==> src/rtl/flsm_pkg.sv <==
/*
 * package for the fiber link status monitor: register offsets, field positions, reset values, carrier types.
 * assumes a 32-bit word register port with byte addresses on the board register path.
 */
package flsm_pkg;
  localparam int unsigned ADDR_W = 8;
  localparam logic [ADDR_W-1:0] OFS_PORT_CTRL = 8'h0C;
  localparam logic [ADDR_W-1:0] OFS_LANE_STAT = 8'h10;
  localparam logic [ADDR_W-1:0] OFS_CRATE_ID = 8'h20;
  localparam logic [ADDR_W-1:0] OFS_MON_CTRL = 8'h30;
  localparam logic [ADDR_W-1:0] OFS_MON_STAT = 8'h34;
  localparam logic [ADDR_W-1:0] OFS_MON_MASK = 8'h40;
  localparam logic [ADDR_W-1:0] OFS_MON_VAL = 8'h60;
  localparam logic [ADDR_W-1:0] OFS_MON_THR = 8'h80;
  localparam logic [ADDR_W-1:0] OFS_MON_DATA = 8'h90;
  localparam logic [31:0] RST_WORD = 32'h0000_0000;
  localparam logic [31:0] PORT_CTRL_MASK = 32'h07FF_FFFF;
  localparam int unsigned LANES = 4;
  localparam int unsigned POS_HARD_ERR = 0;
  localparam int unsigned POS_LANE_UP = 4;
  localparam int unsigned POS_RX_POL = 8;
  localparam int unsigned POS_CHAN_UP = 12;
  localparam int unsigned POS_TX_LOCK = 13;
  localparam int unsigned POS_RX_IDLE_N = 14;
  localparam int unsigned POS_ID_CLEAR = 0;
  localparam int unsigned POS_MON_RDY = 0;
  localparam int unsigned POS_CHECK_OK = 8;
  localparam int unsigned POS_LATENCY = 16;
  localparam int unsigned TICK_NS = 4;
  localparam int unsigned CLK_NS = 40;
  localparam int unsigned LAT_W = 16;
  localparam logic [LAT_W-1:0] LAT_MAX = 16'hFFFF;

  typedef struct packed {
    logic [LANES-1:0] lane_fatal_error;
    logic [LANES-1:0] lane_operational;
    logic [LANES-1:0] receive_polarity_inverted;
    logic [LANES-1:0] lane_check_passed;
    logic channel_operational;
    logic transmit_pll_locked;
  } flsm_link_t;

  typedef struct packed {
    logic rd;
    logic wr;
    logic [ADDR_W-1:0] addr;
    logic [31:0] wdata;
  } flsm_req_t;
endpackage : flsm_pkg

==> src/rtl/flsm_sync.sv <==
/*
 * two-flop synchroniser for a vector of levels.
 * assumes inputs come from another clock domain or pins.
 */
`timescale 1ns/1ps
module flsm_sync #(
  parameter int unsigned W = 1
) (
  // clock and reset
  input wire logic clk_sys_i,
  input wire logic sys_rst_i,
  // data
  input wire logic [W-1:0] d_i,
  output logic [W-1:0] q_o
);
  logic [W-1:0] s1_q;
  logic [W-1:0] s2_q;

  always_ff @(posedge clk_sys_i or posedge sys_rst_i) begin
    if (sys_rst_i) begin
      s1_q <= '0;
      s2_q <= '0;
    end else begin
      s1_q <= d_i;
      s2_q <= s1_q;
    end
  end

  assign q_o = s2_q;
endmodule : flsm_sync

==> src/rtl/flsm_top.sv <==
/*
 * fiber link status monitor: control and status registers for one four-lane receive port.
 * assumes link status levels arrive from the transceiver domain and are synchronised here;
 * link words and SYNC are on clk_sys_i; register port is a single-cycle read/write strobe.
 */
// What this block does
// - port control register: two tile enables, write enable, address, 16-bit write data.
// - per-lane hard-error flag, sticky until reset.
// - per-lane flag reads one when receive polarity is inverted.
// - transmit PLL lock flag reads zero while unlocked.
// - receive-idle flag: reads one while the link is idle, zero while data arrives.
// - capture first low 16-bit word after each idle-to-data transition; an identifier clear in the same cycle wins and nothing is captured.
// - writing one to identifier clear zeroes the identifier; bit self-clears.
// - monitor-ready flag reads one once monitor triggered and data captured.
// - per-lane flag shows lane passed check in last sync frame.
// - latency from SYNC to first valid link word (any word, not only a trigger match), in ticks, upper 16 bits.
`timescale 1ns/1ps
module flsm_top (
  // clock and reset
  input wire logic clk_sys_i,
  input wire logic sys_rst_i,
  // register port
  input wire flsm_pkg::flsm_req_t req_i,
  output logic [31:0] rdata_o,
  output logic rvalid_o,
  // link status levels from transceiver
  input wire flsm_pkg::flsm_link_t link_i,
  input wire logic [flsm_pkg::LANES-1:0] lane_hard_error_i,
  // receive data path, system clock domain
  input wire logic rx_valid_i,
  input wire logic [31:0] rx_data_i,
  input wire logic sync_i,
  // transceiver configuration port controls
  output logic [31:0] port_ctrl_o
);
  localparam int unsigned L = flsm_pkg::LANES;
  // ticks added per system clock
  localparam logic [flsm_pkg::LAT_W-1:0] LAT_STEP = 16'(flsm_pkg::CLK_NS / flsm_pkg::TICK_NS);

  flsm_pkg::flsm_link_t lnk;
  logic [L-1:0] herr_s;

  flsm_sync #(.W($bits(flsm_pkg::flsm_link_t) + L)) u_sync (
    .clk_sys_i(clk_sys_i),
    .sys_rst_i(sys_rst_i),
    .d_i({link_i, lane_hard_error_i}),
    .q_o({lnk, herr_s})
  );

  logic [31:0] port_ctrl_q, port_ctrl_d;
  logic [31:0] mask_q, mask_d, val_q, val_d, thr_q, thr_d, mdata_q, mdata_d;
  logic [L-1:0] herr_q, herr_d;
  logic [15:0] crate_q, crate_d;
  logic rx_prev_q, rx_prev_d;
  logic rdy_q, rdy_d;
  logic sync_prev_q, sync_prev_d;
  logic lat_run_q, lat_run_d;
  logic [flsm_pkg::LAT_W-1:0] lat_cnt_q, lat_cnt_d, lat_q, lat_d;
  logic [31:0] rdata_q, rdata_d;
  logic rvalid_q, rvalid_d;
  logic wr_ctrl, wr_mon, id_clear, start_word, sync_fall;

  function automatic logic hit(input flsm_pkg::flsm_req_t r, input logic [flsm_pkg::ADDR_W-1:0] ofs);
    hit = r.wr && (r.addr == ofs);
  endfunction : hit

  always_comb begin
    wr_ctrl = hit(req_i, flsm_pkg::OFS_PORT_CTRL);
    wr_mon = hit(req_i, flsm_pkg::OFS_MON_CTRL);
    id_clear = wr_mon && req_i.wdata[flsm_pkg::POS_ID_CLEAR];
    start_word = rx_valid_i && !rx_prev_q;
    sync_fall = sync_prev_q && !sync_i;

    port_ctrl_d = wr_ctrl ? (req_i.wdata & flsm_pkg::PORT_CTRL_MASK) : port_ctrl_q;
    mask_d = hit(req_i, flsm_pkg::OFS_MON_MASK) ? req_i.wdata : mask_q;
    val_d = hit(req_i, flsm_pkg::OFS_MON_VAL) ? req_i.wdata : val_q;
    thr_d = hit(req_i, flsm_pkg::OFS_MON_THR) ? req_i.wdata : thr_q;

    herr_d = herr_q | herr_s | lnk.lane_fatal_error;

    crate_d = crate_q;
    if (id_clear) begin
      crate_d = '0;
    end else if (start_word) begin
      crate_d = rx_data_i[15:0];
    end
    rx_prev_d = rx_valid_i;

    mdata_d = mdata_q;
    rdy_d = rdy_q;
    if (rx_valid_i && !rdy_q && ((rx_data_i & mask_q) == (val_q & mask_q))) begin
      rdy_d = 1'b1;
      mdata_d = rx_data_i;
    end

    sync_prev_d = sync_i;
    lat_run_d = lat_run_q;
    lat_cnt_d = lat_cnt_q;
    lat_d = lat_q;
    if (sync_fall) begin
      lat_run_d = 1'b1;
      lat_cnt_d = '0;
    end else if (lat_run_q) begin
      if (rx_valid_i) begin
        lat_run_d = 1'b0;
        lat_d = lat_cnt_q;
      end else if (lat_cnt_q > (flsm_pkg::LAT_MAX - LAT_STEP)) begin
        // saturate instead of wrapping past the top
        lat_cnt_d = flsm_pkg::LAT_MAX;
      end else begin
        lat_cnt_d = lat_cnt_q + LAT_STEP;
      end
    end

    rdata_d = flsm_pkg::RST_WORD;
    rvalid_d = req_i.rd;
    unique case (req_i.addr)
      flsm_pkg::OFS_PORT_CTRL: rdata_d = port_ctrl_q;
      flsm_pkg::OFS_LANE_STAT: begin
        rdata_d[flsm_pkg::POS_HARD_ERR +: L] = herr_q;
        rdata_d[flsm_pkg::POS_LANE_UP +: L] = lnk.lane_operational;
        rdata_d[flsm_pkg::POS_RX_POL +: L] = lnk.receive_polarity_inverted;
        rdata_d[flsm_pkg::POS_CHAN_UP] = lnk.channel_operational;
        rdata_d[flsm_pkg::POS_TX_LOCK] = lnk.transmit_pll_locked;
        rdata_d[flsm_pkg::POS_RX_IDLE_N] = !rx_valid_i;
      end
      flsm_pkg::OFS_CRATE_ID: rdata_d[15:0] = crate_q;
      flsm_pkg::OFS_MON_CTRL: rdata_d = flsm_pkg::RST_WORD;
      flsm_pkg::OFS_MON_STAT: begin
        rdata_d[flsm_pkg::POS_MON_RDY] = rdy_q;
        rdata_d[flsm_pkg::POS_CHECK_OK +: L] = lnk.lane_check_passed;
        rdata_d[flsm_pkg::POS_LATENCY +: flsm_pkg::LAT_W] = lat_q;
      end
      flsm_pkg::OFS_MON_MASK: rdata_d = mask_q;
      flsm_pkg::OFS_MON_VAL: rdata_d = val_q;
      flsm_pkg::OFS_MON_THR: rdata_d = thr_q;
      flsm_pkg::OFS_MON_DATA: rdata_d = mdata_q;
      default: rdata_d = flsm_pkg::RST_WORD;
    endcase
    if (!req_i.rd) begin
      rdata_d = rdata_q;
    end
  end

  always_ff @(posedge clk_sys_i or posedge sys_rst_i) begin
    if (sys_rst_i) begin
      port_ctrl_q <= flsm_pkg::RST_WORD;
      mask_q <= flsm_pkg::RST_WORD;
      val_q <= flsm_pkg::RST_WORD;
      thr_q <= flsm_pkg::RST_WORD;
      mdata_q <= flsm_pkg::RST_WORD;
      herr_q <= '0;
      crate_q <= '0;
      rx_prev_q <= 1'b0;
      rdy_q <= 1'b0;
      sync_prev_q <= 1'b0;
      lat_run_q <= 1'b0;
      lat_cnt_q <= '0;
      lat_q <= '0;
      rdata_q <= flsm_pkg::RST_WORD;
      rvalid_q <= 1'b0;
    end else begin
      port_ctrl_q <= port_ctrl_d;
      mask_q <= mask_d;
      val_q <= val_d;
      thr_q <= thr_d;
      mdata_q <= mdata_d;
      herr_q <= herr_d;
      crate_q <= crate_d;
      rx_prev_q <= rx_prev_d;
      rdy_q <= rdy_d;
      sync_prev_q <= sync_prev_d;
      lat_run_q <= lat_run_d;
      lat_cnt_q <= lat_cnt_d;
      lat_q <= lat_d;
      rdata_q <= rdata_d;
      rvalid_q <= rvalid_d;
    end
  end

  assign rdata_o = rdata_q;
  assign rvalid_o = rvalid_q;
  assign port_ctrl_o = port_ctrl_q;

  property p_herr_sticky;
    @(posedge clk_sys_i) disable iff (sys_rst_i) herr_q[0] |=> herr_q[0];
  endproperty
  a_herr_sticky: assert property (p_herr_sticky) else $error("hard error flag dropped");

  property p_herr_set;
    @(posedge clk_sys_i) disable iff (sys_rst_i) herr_s[1] |=> herr_q[1];
  endproperty
  a_herr_set: assert property (p_herr_set) else $error("hard error not latched");

  property p_id_clear;
    @(posedge clk_sys_i) disable iff (sys_rst_i) id_clear |=> (crate_q == 16'h0000);
  endproperty
  a_id_clear: assert property (p_id_clear) else $error("identifier not cleared");

  property p_id_capture;
    @(posedge clk_sys_i) disable iff (sys_rst_i)
      (start_word && !id_clear) |=> (crate_q == $past(rx_data_i[15:0]));
  endproperty
  a_id_capture: assert property (p_id_capture) else $error("identifier not captured");

  property p_id_hold;
    @(posedge clk_sys_i) disable iff (sys_rst_i) (!start_word && !id_clear) |=> $stable(crate_q);
  endproperty
  a_id_hold: assert property (p_id_hold) else $error("identifier changed without cause");

  property p_rdy_sticky;
    @(posedge clk_sys_i) disable iff (sys_rst_i) rdy_q |=> rdy_q;
  endproperty
  a_rdy_sticky: assert property (p_rdy_sticky) else $error("ready flag dropped");

  property p_lat_store;
    @(posedge clk_sys_i) disable iff (sys_rst_i)
      (lat_run_q && rx_valid_i && !sync_fall) |=> (lat_q == $past(lat_cnt_q)) && !lat_run_q;
  endproperty
  a_lat_store: assert property (p_lat_store) else $error("latency not stored");

  property p_lat_start;
    @(posedge clk_sys_i) disable iff (sys_rst_i) sync_fall |=> lat_run_q && (lat_cnt_q == 16'h0000);
  endproperty
  a_lat_start: assert property (p_lat_start) else $error("latency count not started");

  property p_idle_read;
    @(posedge clk_sys_i) disable iff (sys_rst_i)
      (req_i.rd && req_i.addr == flsm_pkg::OFS_LANE_STAT) |=>
      (rdata_o[flsm_pkg::POS_RX_IDLE_N] == !$past(rx_valid_i));
  endproperty
  a_idle_read: assert property (p_idle_read) else $error("idle flag wrong");

  property p_ctrl_wr;
    @(posedge clk_sys_i) disable iff (sys_rst_i)
      wr_ctrl |=> (port_ctrl_o == ($past(req_i.wdata) & flsm_pkg::PORT_CTRL_MASK));
  endproperty
  a_ctrl_wr: assert property (p_ctrl_wr) else $error("port control write lost");
endmodule : flsm_top

==> config.mk <==
export PLATFORM = sky130hd
export DESIGN_NAME = flsm_top
export DESIGN_NICKNAME = d
export VERILOG_FILES = /design/src/rtl/flsm_pkg.sv /design/src/rtl/flsm_sync.sv /design/src/rtl/flsm_top.sv
export SDC_FILE = /design/constraint.sdc
export NUM_CORES = 1
export LEC_CHECK = 0
export BUFFER_PORTS_ARGS = -buffer_cell sky130_fd_sc_hd__buf_2
export CAP_MARGIN = 10
export CORE_UTILIZATION = 50
export CTS_BUF_LIST = sky130_fd_sc_hd__clkbuf_8
export CTS_CLUSTER_DIAMETER = 100
export DETAILED_ROUTE_END_ITERATION = 8
export PLACE_DENSITY = 0.71
export SLEW_MARGIN = 40
export SYNTH_ARGS = -nofsm -noshare
export SYNTH_HDL_FRONTEND = slang
export SYNTH_HIERARCHICAL = 1
export SYNTH_SLANG_ARGS = --single-unit
==> constraint.sdc <==
create_clock -name clk_sys_i -period 9.9 [get_ports clk_sys_i]
set_clock_uncertainty 0.15 [all_clocks]
set_input_delay 0.495 -clock clk_sys_i [delete_from_list [all_inputs] [get_ports clk_sys_i]]
set_output_delay 0.495 -clock clk_sys_i [all_outputs]
set_load 0.005 [all_outputs]
# Word level (Yosys, flattened, before mapping)
# Index checks and enable logic that the tools add are counted.
[word_totals]
regBits = 288
input_bits = 100
out_inout_bits = 65
elab_cells = 68
[op_classes]
add_sub_neg = 1
order_cmp = 1
n_eq_ne = 11
n_mux = 15
bitwise = 5
reduce_logical = 18
[ops]
columns = ["op", "n"]
rows = [
  ["$mux 16", 6],
  ["$pmux 16 s6", 1],
  ["$and 32x32->32", 2],
  ["$pmux 7 s7", 1],
  ["$eq 32x32->1", 1],
  ["$pmux 4 s8", 1],
  ["$eq 8x6->1 const B", 3],
  ["$pmux 3 s7", 1],
  ["$add 16x4->16 const B", 1],
  ["$eq 8x7->1 const B", 2],
  ["$eq 8x8->1 const B", 2],
  ["$gt 16x16->1 const B", 1],
  ["$logic_and 1x1->1", 10],
  ["$eq 8x4->1 const B", 1],
  ["$eq 8x5->1 const B", 1],
  ["$or 4x4->4", 2],
  ["$pmux 1 s8", 1],
  ["$pmux 1 s6", 1],
  ["$logic_not 1->1", 4],
  ["$reduce_bool 2->1", 2],
  ["$mux 1", 3],
  ["$reduce_and 3->1", 1],
  ["$ne 2x1->1 const B", 1],
  ["$reduce_and 2->1", 1],
  ["$not 1->1", 1],
]

# Logic depth before layout (Yosys ltp)
# Gate-level depths: netlist of run 1.
[logic_depth]
depth_word = 5
mapped_depth = 9
mapped_depth_nobuf = 6

# Hierarchy
# Netlist of run 1, hierarchy kept.
[by_module_without_submodules]
columns = ["module", "n_inst", "cells_per_inst", "area_each_um2"]
rows = [
  ["flsm_top", 1, 908, 11223.3],
  ["flsm_sync", 1, 45, 1104.8],
]

# Least setup slack after synthesis of run 1
# No wires, ideal clock.
[synth_path]
path_kind = "input-to-reg"
start = "input port rx_data_i[26]"
end = "register mdata_q[10]"
setup_ns = 0.125
t_arrival_ns = 2.264
required_time_ns = 9.625
setup_slack_ns = 7.361
stages = 8
n_path_buf = 2
path_cell_list = "xor2_1 > a22o_1 > a221oi_1 > nand4b_1 > or4_1 > buf_2 > buf_6 > mux2_4"
[synth_via]
elab_chain_len = 3
[synth_lines]
columns = ["element", "line_no", "rtl"]
rows = [
  ["from (decl)", "flsm_top.sv:31", "input wire logic [31:0] rx_data_i,"],
  ["$and 32x32->32", "flsm_top.sv:91", "if (rx_valid_i && !rdy_q && ((rx_data_i & mask_q) == (val_q & mask_q))) begin"],
  ["$eq 32x32->1", "flsm_top.sv:91", ""],
  ["$logic_and 1x1->1", "flsm_top.sv:91", ""],
  ["to (signal assigned)", "flsm_top.sv:151", "mdata_q <= flsm_pkg::RST_WORD;"],
  ["to (signal assigned)", "flsm_top.sv:167", "mdata_q <= mdata_d;"],
  ["to (decl)", "flsm_top.sv:51", "logic [31:0] mask_q, mask_d, val_q, val_d, thr_q, thr_d, mdata_q, mdata_d;"],
]
# No other way between the ends.
# A chain may end at the register's enable or synchronous reset.

# Final worst setup path of run 1
[layout_path]
start = "input port req_i[36] (netlist name)"
end = "register port_ctrl_q[18] (netlist: port_ctrl_o[18])"
[layout_via]
elab_chain_len = 2
[layout_lines]
columns = ["element", "line_no", "rtl"]
rows = [
  ["from (decl)", "flsm_top.sv:23", "input wire flsm_pkg::flsm_req_t req_i,"],
  ["$eq 8x4->1", "flsm_top.sv:64", "hit = r.wr && (r.addr == ofs);"],
  ["$logic_and 1x1->1", "flsm_top.sv:64", ""],
  ["to (signal assigned)", "flsm_top.sv:147", "port_ctrl_q <= flsm_pkg::RST_WORD;"],
  ["to (signal assigned)", "flsm_top.sv:163", "port_ctrl_q <= port_ctrl_d;"],
  ["to (decl)", "flsm_top.sv:50", "logic [31:0] port_ctrl_q, port_ctrl_d;"],
]
# No other way between the ends.

==> results.yml, run 1 <==
outcome:
  outcome: "completed"
cells_and_area:
  mostFrequentLayoutCell: "dfrtp_1"
  final_cell_mix: "dfrtp_1 (288), buf_2 (159), mux2_2 (87), nand2_1 (67), mux2_1 (62)"
  multi_input_area_sq_mm: 0.00482
  drive_gt1_share_pct: 31.9
  nNetsFinal: 1256
  fillers: 1968
  final-seq-area_sq_mm: 0.00721
  areaGrowthSynthToFinish_pct: 19.6
sta:
  finalSetupViolCount: 0
  timing.final.crit_period_ps: 3400
  slew_violations: 0
  worst_slack_ps: 6500
  worst_slew_pin_slew_ps: 934
  post-route-period-util_pct: 34.3
  finalHoldViolations: 0
  grt_setup_unrepaired: "no"
  max_slew_margin_pct: 37.5
  setup_tns_ps: 0
  fmax_mhz: 294
global_routing:
  antenna_found_initial: 0
  grtUsageTotal_pct: 27.0
  grt_pass1_vias: 8872
  grt_max_degree: 110
  gr-total-overflow: 0
  grt_first_pass_wirelength_um: 52000
hold_path:
  hold_depth: 2
  hold_path.class: "in -> reg"
  hold_end: "mask_q[16]$_DFFE_PP0P_"
  hold_start: "req_i[16]"
critical_path:
  rrSetupSlack_ps: 6600
  cp.required_ps: 10190
  startpoint: "req_i[36]"
  cp.arrival_ps: 3680
  worstSetupStartpointType: "input pin"
  path_class: "in -> reg"
  rr_worst_depth: 6
  reg2reg_to: "mdata_q[27]$_DFFE_PP0P_"
  r2r_start: "val_q[7]$_DFFE_PP0P_"
  end_kind: "flip-flop"
  path_max_fanout: 30
pwr:
  total_power_w: 0.00277
  ir_worst_vdd_mv: 0.116
  p_leak_nw: 7.25
  power_density_mw_per_mm2: 188
route:
  drc_errors: 0
  wirelength_um: 33700
  drtIter0Drc: 771
  drtPass1Iterations: 7
  drt-vias-per-instance: 5.86
  wl_per_cell_um: 22.2
  vias: 8871
  drtAntennaViolNets: 0
synthesis:
  synth-seq-cells: 288
  syn_area_per_cell_sq_um: 12.9
  netlist_top_cells_area: "dfrtp_1 (58%), mux2_2 (7.9%), mux2_1 (5.7%)"
  synthDistinctLibCells: 56
  ys_warn_count: 6
  yosysTopAreaCell: "dfrtp_1"
  synth_ff_type: "dfrtp_1"
  synth-async-reset-ratio_pct: 100
  synth-edff-count: 0
  yosysSeqAreaShare_pct: 58.5
  syn_inst: 953
  synth_top_cell_area_share_pct: 58.5
  syn_area_sq_mm: 0.0123
clock_tree:
  clock_path_buffers: 3
  cts_setup_buffers: 0
  cts.sinks: 288
  cts_htree_levels: 2
  cts_tree: "yes"
  path_clk_slew_ps: 60
  cts_buffers: 48
  root_buffer: "clkbuf_8"
  cts_resized: 0
  clkLatencyLatePin_ps: 560
placement:
  post-dp-hpwl_um: 22200
  port_buffers: 159
  pre_cts_slack_ps: 5770
  gp_congestion: 0.839
floorplanning:
  initial_core_util_pct: 50.8
  die_w_um: 159
  fp-row-count: 57
  ios: 165
  core-area_sq_mm: 0.0242
  die-area_sq_mm: 0.0253
  dieHeight_um: 159
run:
  cap_violations: 0
## Yosys cell counts, types with 2 or more instances
cell / n
a22o_1: 10
a41oi_1: 4
nor3_4: 2
nand2_2: 3
o22ai_1: 21
dfrtp_1: 288
o2111ai_1: 4
or3_1: 7
nor2_1: 27
inv_1: 26
and3_1: 24
buf_2: 24
buf_4: 6
mux2_2: 87
or4_1: 3
xor2_1: 36
nand4_1: 3
nor2b_1: 4
mux2_4: 29
a31oi_1: 3
nand3_1: 12
xnor2_1: 5
nor3_1: 8
a2111oi_0: 2
a22oi_1: 60
clkbuf_1: 20
o21a_1: 4
o21ai_0: 16
a21oi_1: 29
nand2b_1: 7
nor4_1: 3
mux2i_1: 2
mux2_1: 62
a222oi_1: 13
buf_6: 3
nand2_1: 67
a221oi_1: 3
a32oi_1: 8
## worst max-delay path by stage
stage	endpoint	slack (ps)	cells after the start
after floorplan	crate_q[0]$_DFFE_PP0P_	2550	1
after global routing	port_ctrl_o[8]$_DFFE_PP0P_	6470	8
after global placement	mask_q[11]$_DFFE_PP0P_	5860	6
after detailed placement	mask_q[9]$_DFFE_PP0P_	5770	6
final	port_ctrl_o[18]$_DFFE_PP0P_	6500	8
after CTS	mask_q[12]$_DFFE_PP0P_	6330	6
## cell type report
| cell class | instances | area share [%] |
|---|---|---|
| sequential | 288 | 48.9 |
| multi-input combinational | 589 | 32.7 |
| timing repair buffer | 202 | 8.06 |
| clock buffer | 61 | 5.69 |
| tap | 324 | 2.75 |
| clock inverter | 23 | 1.16 |
| inverter | 26 | 0.764 |
| antenna | 1 | 0.0170 |
## sequential cells by signal, indices dropped and copies added (netlist names), 22 cells and up
signal,cells
val_q,32
rdata_o,32
mdata_q,32
u_sync/q_o,22
u_sync/s1_q,22
port_ctrl_o,27
thr_q,32
mask_q,32
## metal layers
metal / routed length [um] / track usage [%] / vias up
met5: 0 / 0 / -
met3: 2660 / 5.44 / 63
met4: 784 / 8.17 / 0
met2: 15700 / 42.7 / 405
met1: 14500 / 37.9 / 4513
li1: - / - / 3890
## kinds of logic after synthesis
kind of cell             after synthesis  share of synthesized area [%]
XOR/XNOR                              41                           2.91
buffers and inverters                 80                           3.04
multiplexers                         180                           17.3
adder cells (fa/ha/maj)                1                          0.101
AO/OA/AOI/OAI                        183                           10.7
flip-flops                           288                           58.5
AND/OR/NAND/NOR                      179                           7.48
other                                  1                         0.0304
## report_power, final
group | switching (W) | internal [W]
clock | 0.000467 | 0.000629
combinational | 0.000129 | 0.000166
sequential | 0.0000807 | 0.00130
## through the flow
step | util [%] | instance area (sq um) | cells | hold WS (ps)
6_report | 60.8 | 14700 | 1514 | 54.8
5_1_grt | 60.8 | 14700 | 1513 | 41.6
4_1_cts | 60.7 | 14700 | 1512 | 31.7
3_5_place_dp | 55.5 | 13500 | 1403 | 185
3_3_place_gp | 55.4 | 13400 | 1402 | 182
2_1_floorplan | - | 12300 | 957 | 181
## critical path, stage by stage
cell and delay (ps):
buf_2 350, nor2_1 610, buf_4 270, nor4b_4 180
buf_4 440, nand2_1 550, buf_4 430, mux2_2 300
## repair_timing
item,CTS,global route
endpoints found under the hold margin,107,0
setup endpoints to repair,0,0
hold buffers,25,0
No activity file was read; power rests on OpenSTA's default activity.
==> run 2: changes to the inputs <==
- ABC_AREA: unset -> 1
- PLACE_DENSITY: 0.71 -> 0.73
- clock period: 9.9 -> 2.7 ns (I/O delays scaled with it)
==> run 2 against run 1 <==
Effect of this change: synthesized cell count is 66% higher; cell area is 7.6% higher; cell count is 45% higher; global-route usage is 2.7 points higher; hold slack worse by 26 ps; combinational power grew to 3.1 times the previous value; utilization is 2.0 points higher; highest routed layer unchanged; synthesized area is 4.5% higher; die area is 4.5% higher; count of clock-buffer cells in the layout is 5 lower; clock power grew to 3.2 times the previous value.
==> results.yml, run 2 <==
placement:
  dp.cells: 2025
  post-dp-hpwl_um: 24900
  port_buffers: 159
  gp_congestion: 0.904
floorplanning:
  die_w_um: 163
  core-area_sq_mm: 0.0253
  fp-row-count: 58
  ios: 165
  initial_core_util_pct: 51.0
  dieHeight_um: 163
  die-area_sq_mm: 0.0264
clock_tree:
  cts_htree_levels: 2
  path_clk_slew_ps: 60
  cts_tree: "yes"
  clkLatencyLatePin_ps: 590
  root_buffer: "clkbuf_8"
  cts_buffers: 46
  cts_setup_buffers: 0
  clock_path_buffers: 3
  cts.sinks: 288
cells_and_area:
  final_cell_mix: "nand2_1 (550), dfrtp_1 (288), buf_2 (159), inv_1 (137), nand3_1 (134)"
  final-seq-area_sq_mm: 0.00721
  areaGrowthSynthToFinish_pct: 23.1
  mostFrequentLayoutCell: "nand2_1"
  final_core_util_pct: 62.8
  drive_gt1_share_pct: 15.4
  nNetsFinal: 1935
  stdcell_count: 2199
  fillers: 2180
  multi_input_area_sq_mm: 0.00481
route:
  wl_per_cell_um: 17.4
  vias: 11867
  drtPass1Iterations: 5
  drt-vias-per-instance: 5.40
  drtIter0Drc: 1305
  drc_errors: 0
  wirelength_um: 38200
  drtAntennaViolNets: 0
sta:
  fmax_mhz: 516
  slew_violations: 0
  timing.final.crit_period_ps: 1940
  finalSetupViolCount: 0
  worst_slew_pin_slew_ps: 705
  hold_ws_ps: 28.6
  finalHoldViolations: 0
  post-route-period-util_pct: 71.7
  grt_setup_unrepaired: "no"
  max_slew_margin_pct: 52.9
critical_path:
  critPathCapture: "mdata_q[11]$_DFFE_PP0P_"
  worstSetupStartpointType: "flip-flop"
  cp.arrival_ps: 2220
  crit_top_cell: "nand2_1"
  path_max_fanout: 22
  r2r_start: "val_q[9]$_DFFE_PP0P_"
  cp.required_ps: 2980
  reg2reg_to: "mdata_q[11]$_DFFE_PP0P_"
  path_class: "reg -> reg"
  path_cells: "inv_1, nand2_1, nand3_1, o21ai_0, nor2_1, nand2_1, nor2_2, nand3_1, buf_4, nand2_1, nand2_1"
  end_kind: "flip-flop"
  slowest_delay_ps: 410
  startpoint: "val_q[9]$_DFFE_PP0P_"
  worst_path_max_delay_cell: "dfrtp_1"
  rrSetupSlack_ps: 760
  rr_worst_depth: 11
global_routing:
  grt_first_pass_wirelength_um: 60700
  grt_pass1_vias: 11435
  antenna_found_initial: 1
  gr-total-overflow: 0
  grt_max_degree: 70
  grtUsageTotal_pct: 29.8
synthesis:
  yosysSeqAreaShare_pct: 55.9
  syn_inst: 1581
  synth_top_cell_area_share_pct: 55.9
  syn_area_per_cell_sq_um: 8.15
  ys_top_cells_by_count: "nand2_1 (551), dfrtp_1 (288), nand3_1 (134)"
  synthDistinctLibCells: 34
  synth-async-reset-ratio_pct: 100
  synth-seq-cells: 288
  synth_ff_type: "dfrtp_1"
  ys_warn_count: 6
  netlist_top_cells_area: "dfrtp_1 (56%), nand2_1 (16%), nand3_1 (5.2%)"
  syn_area_sq_mm: 0.0129
  synth_most_common_cell: "nand2_1"
  yosysTopAreaCell: "dfrtp_1"
  synth-edff-count: 0
pwr:
  total_power_w: 0.00916
  power_density_mw_per_mm2: 577
  ir_worst_vdd_mv: 0.381
  p_leak_nw: 8.27
outcome:
  outcome: "completed"
run:
  cap_violations: 0
hold_path:
  hold_path.class: "in -> reg"
[run 2: changes by cell type after synthesis, sizes merged, moves of 19 or more]
cell,previous run,this run
o21ai,16,178
a22oi,60,1
a21oi,29,59
nand4,3,36
xor2,36,6
and3,24,1
nand3,12,134
o22ai,21,0
mux2,178,0
inv,26,128
nor2,28,73
buf,34,53
nand2,70,554
[run 2: final cells by class]
cell class	count	area share, %
tap	330	2.60
antenna	1	0.0158
sequential	288	45.4
inverter	128	3.06
timing repair buffer	286	13.0
multi-input combinational	1084	30.3
clock inverter	26	0.725
clock buffer	56	4.86
[run 2: power breakdown]
group | internal (W) | switching [W]
Combinational | 0.000345 | 0.000569
Sequential | 0.00453 | 0.000144
Clock | 0.00187 | 0.00170
[run 2: metrics by stage]
stage / cell area [sq um] / setup slack [ps] / setup TNS, ps
3_3_place_gp: 14100 / 851 / 0
4_1_cts: 15900 / 794 / 0
5_1_grt: 15900 / 617 / 0
6_report: 15900 / 763 / 0
3_5_place_dp: 14100 / 740 / 0
2_1_floorplan: 12900 / -789 / -192460
[run 2: cells by family (layout without fill, tap and decap cells)]
family | Yosys count | count (layout) | share of synthesized area, %
AND/OR/NAND/NOR | 826 | 826 | 26.8
flip-flops | 288 | 288 | 55.9
AO/OA/AOI/OAI | 246 | 246 | 9.75
buffers and inverters | 213 | 496 | 6.97
XOR/XNOR | 6 | 6 | 0.408
adder cells (fa/ha/maj) | 1 | 1 | 0.0971
other | 1 | 6 | 0.0291
[run 2: repair_timing]
action                                  4_1_cts  5_1_grt
gates resized for setup                       0        0
endpoints found under the hold margin       360        0
endpoints found under the setup margin        0        0
hold buffers                                 91        0
[run 2: worst max-delay path, delay by kind of cell (launching register included)]
kind	cells	cell delay, ps
AOI/OAI and AO/OA	1	150
buffers and inverters	2	330
DFF	1	410
and+or+nand+nor	8	770
[run 2: how the worst min path moves through the flow]
stage	start	end	slack, ps	cells past startpoint
after floorplan	req_i[41]	rvalid_o$_DFF_PP0_	20	0
after global placement	lane_hard_error_i[0]	u_sync/s1_q[0]$_DFF_PP0_	90	1
after detailed placement	link_i[14]	u_sync/s1_q[18]$_DFF_PP0_	90	1
after CTS	req_i[35]	rdata_o[0]$_DFFE_PP0P_	1	8
after global routing	link_i[11]	u_sync/s1_q[15]$_DFF_PP0_	50	2
final	req_i[35]	rdata_o[0]$_DFFE_PP0P_	30	8
[run 2: routing by layer]
metal | vias to the layer above | share of wire, % | GRT usage [%]
li1 | 5587 | - | -
met1 | 5654 | 42 | 41.6
met2 | 531 | 45 | 45.9
met3 | 95 | 9.9 | 6.39
met4 | 0 | 2.9 | 10.9
met5 | - | 0 | 0
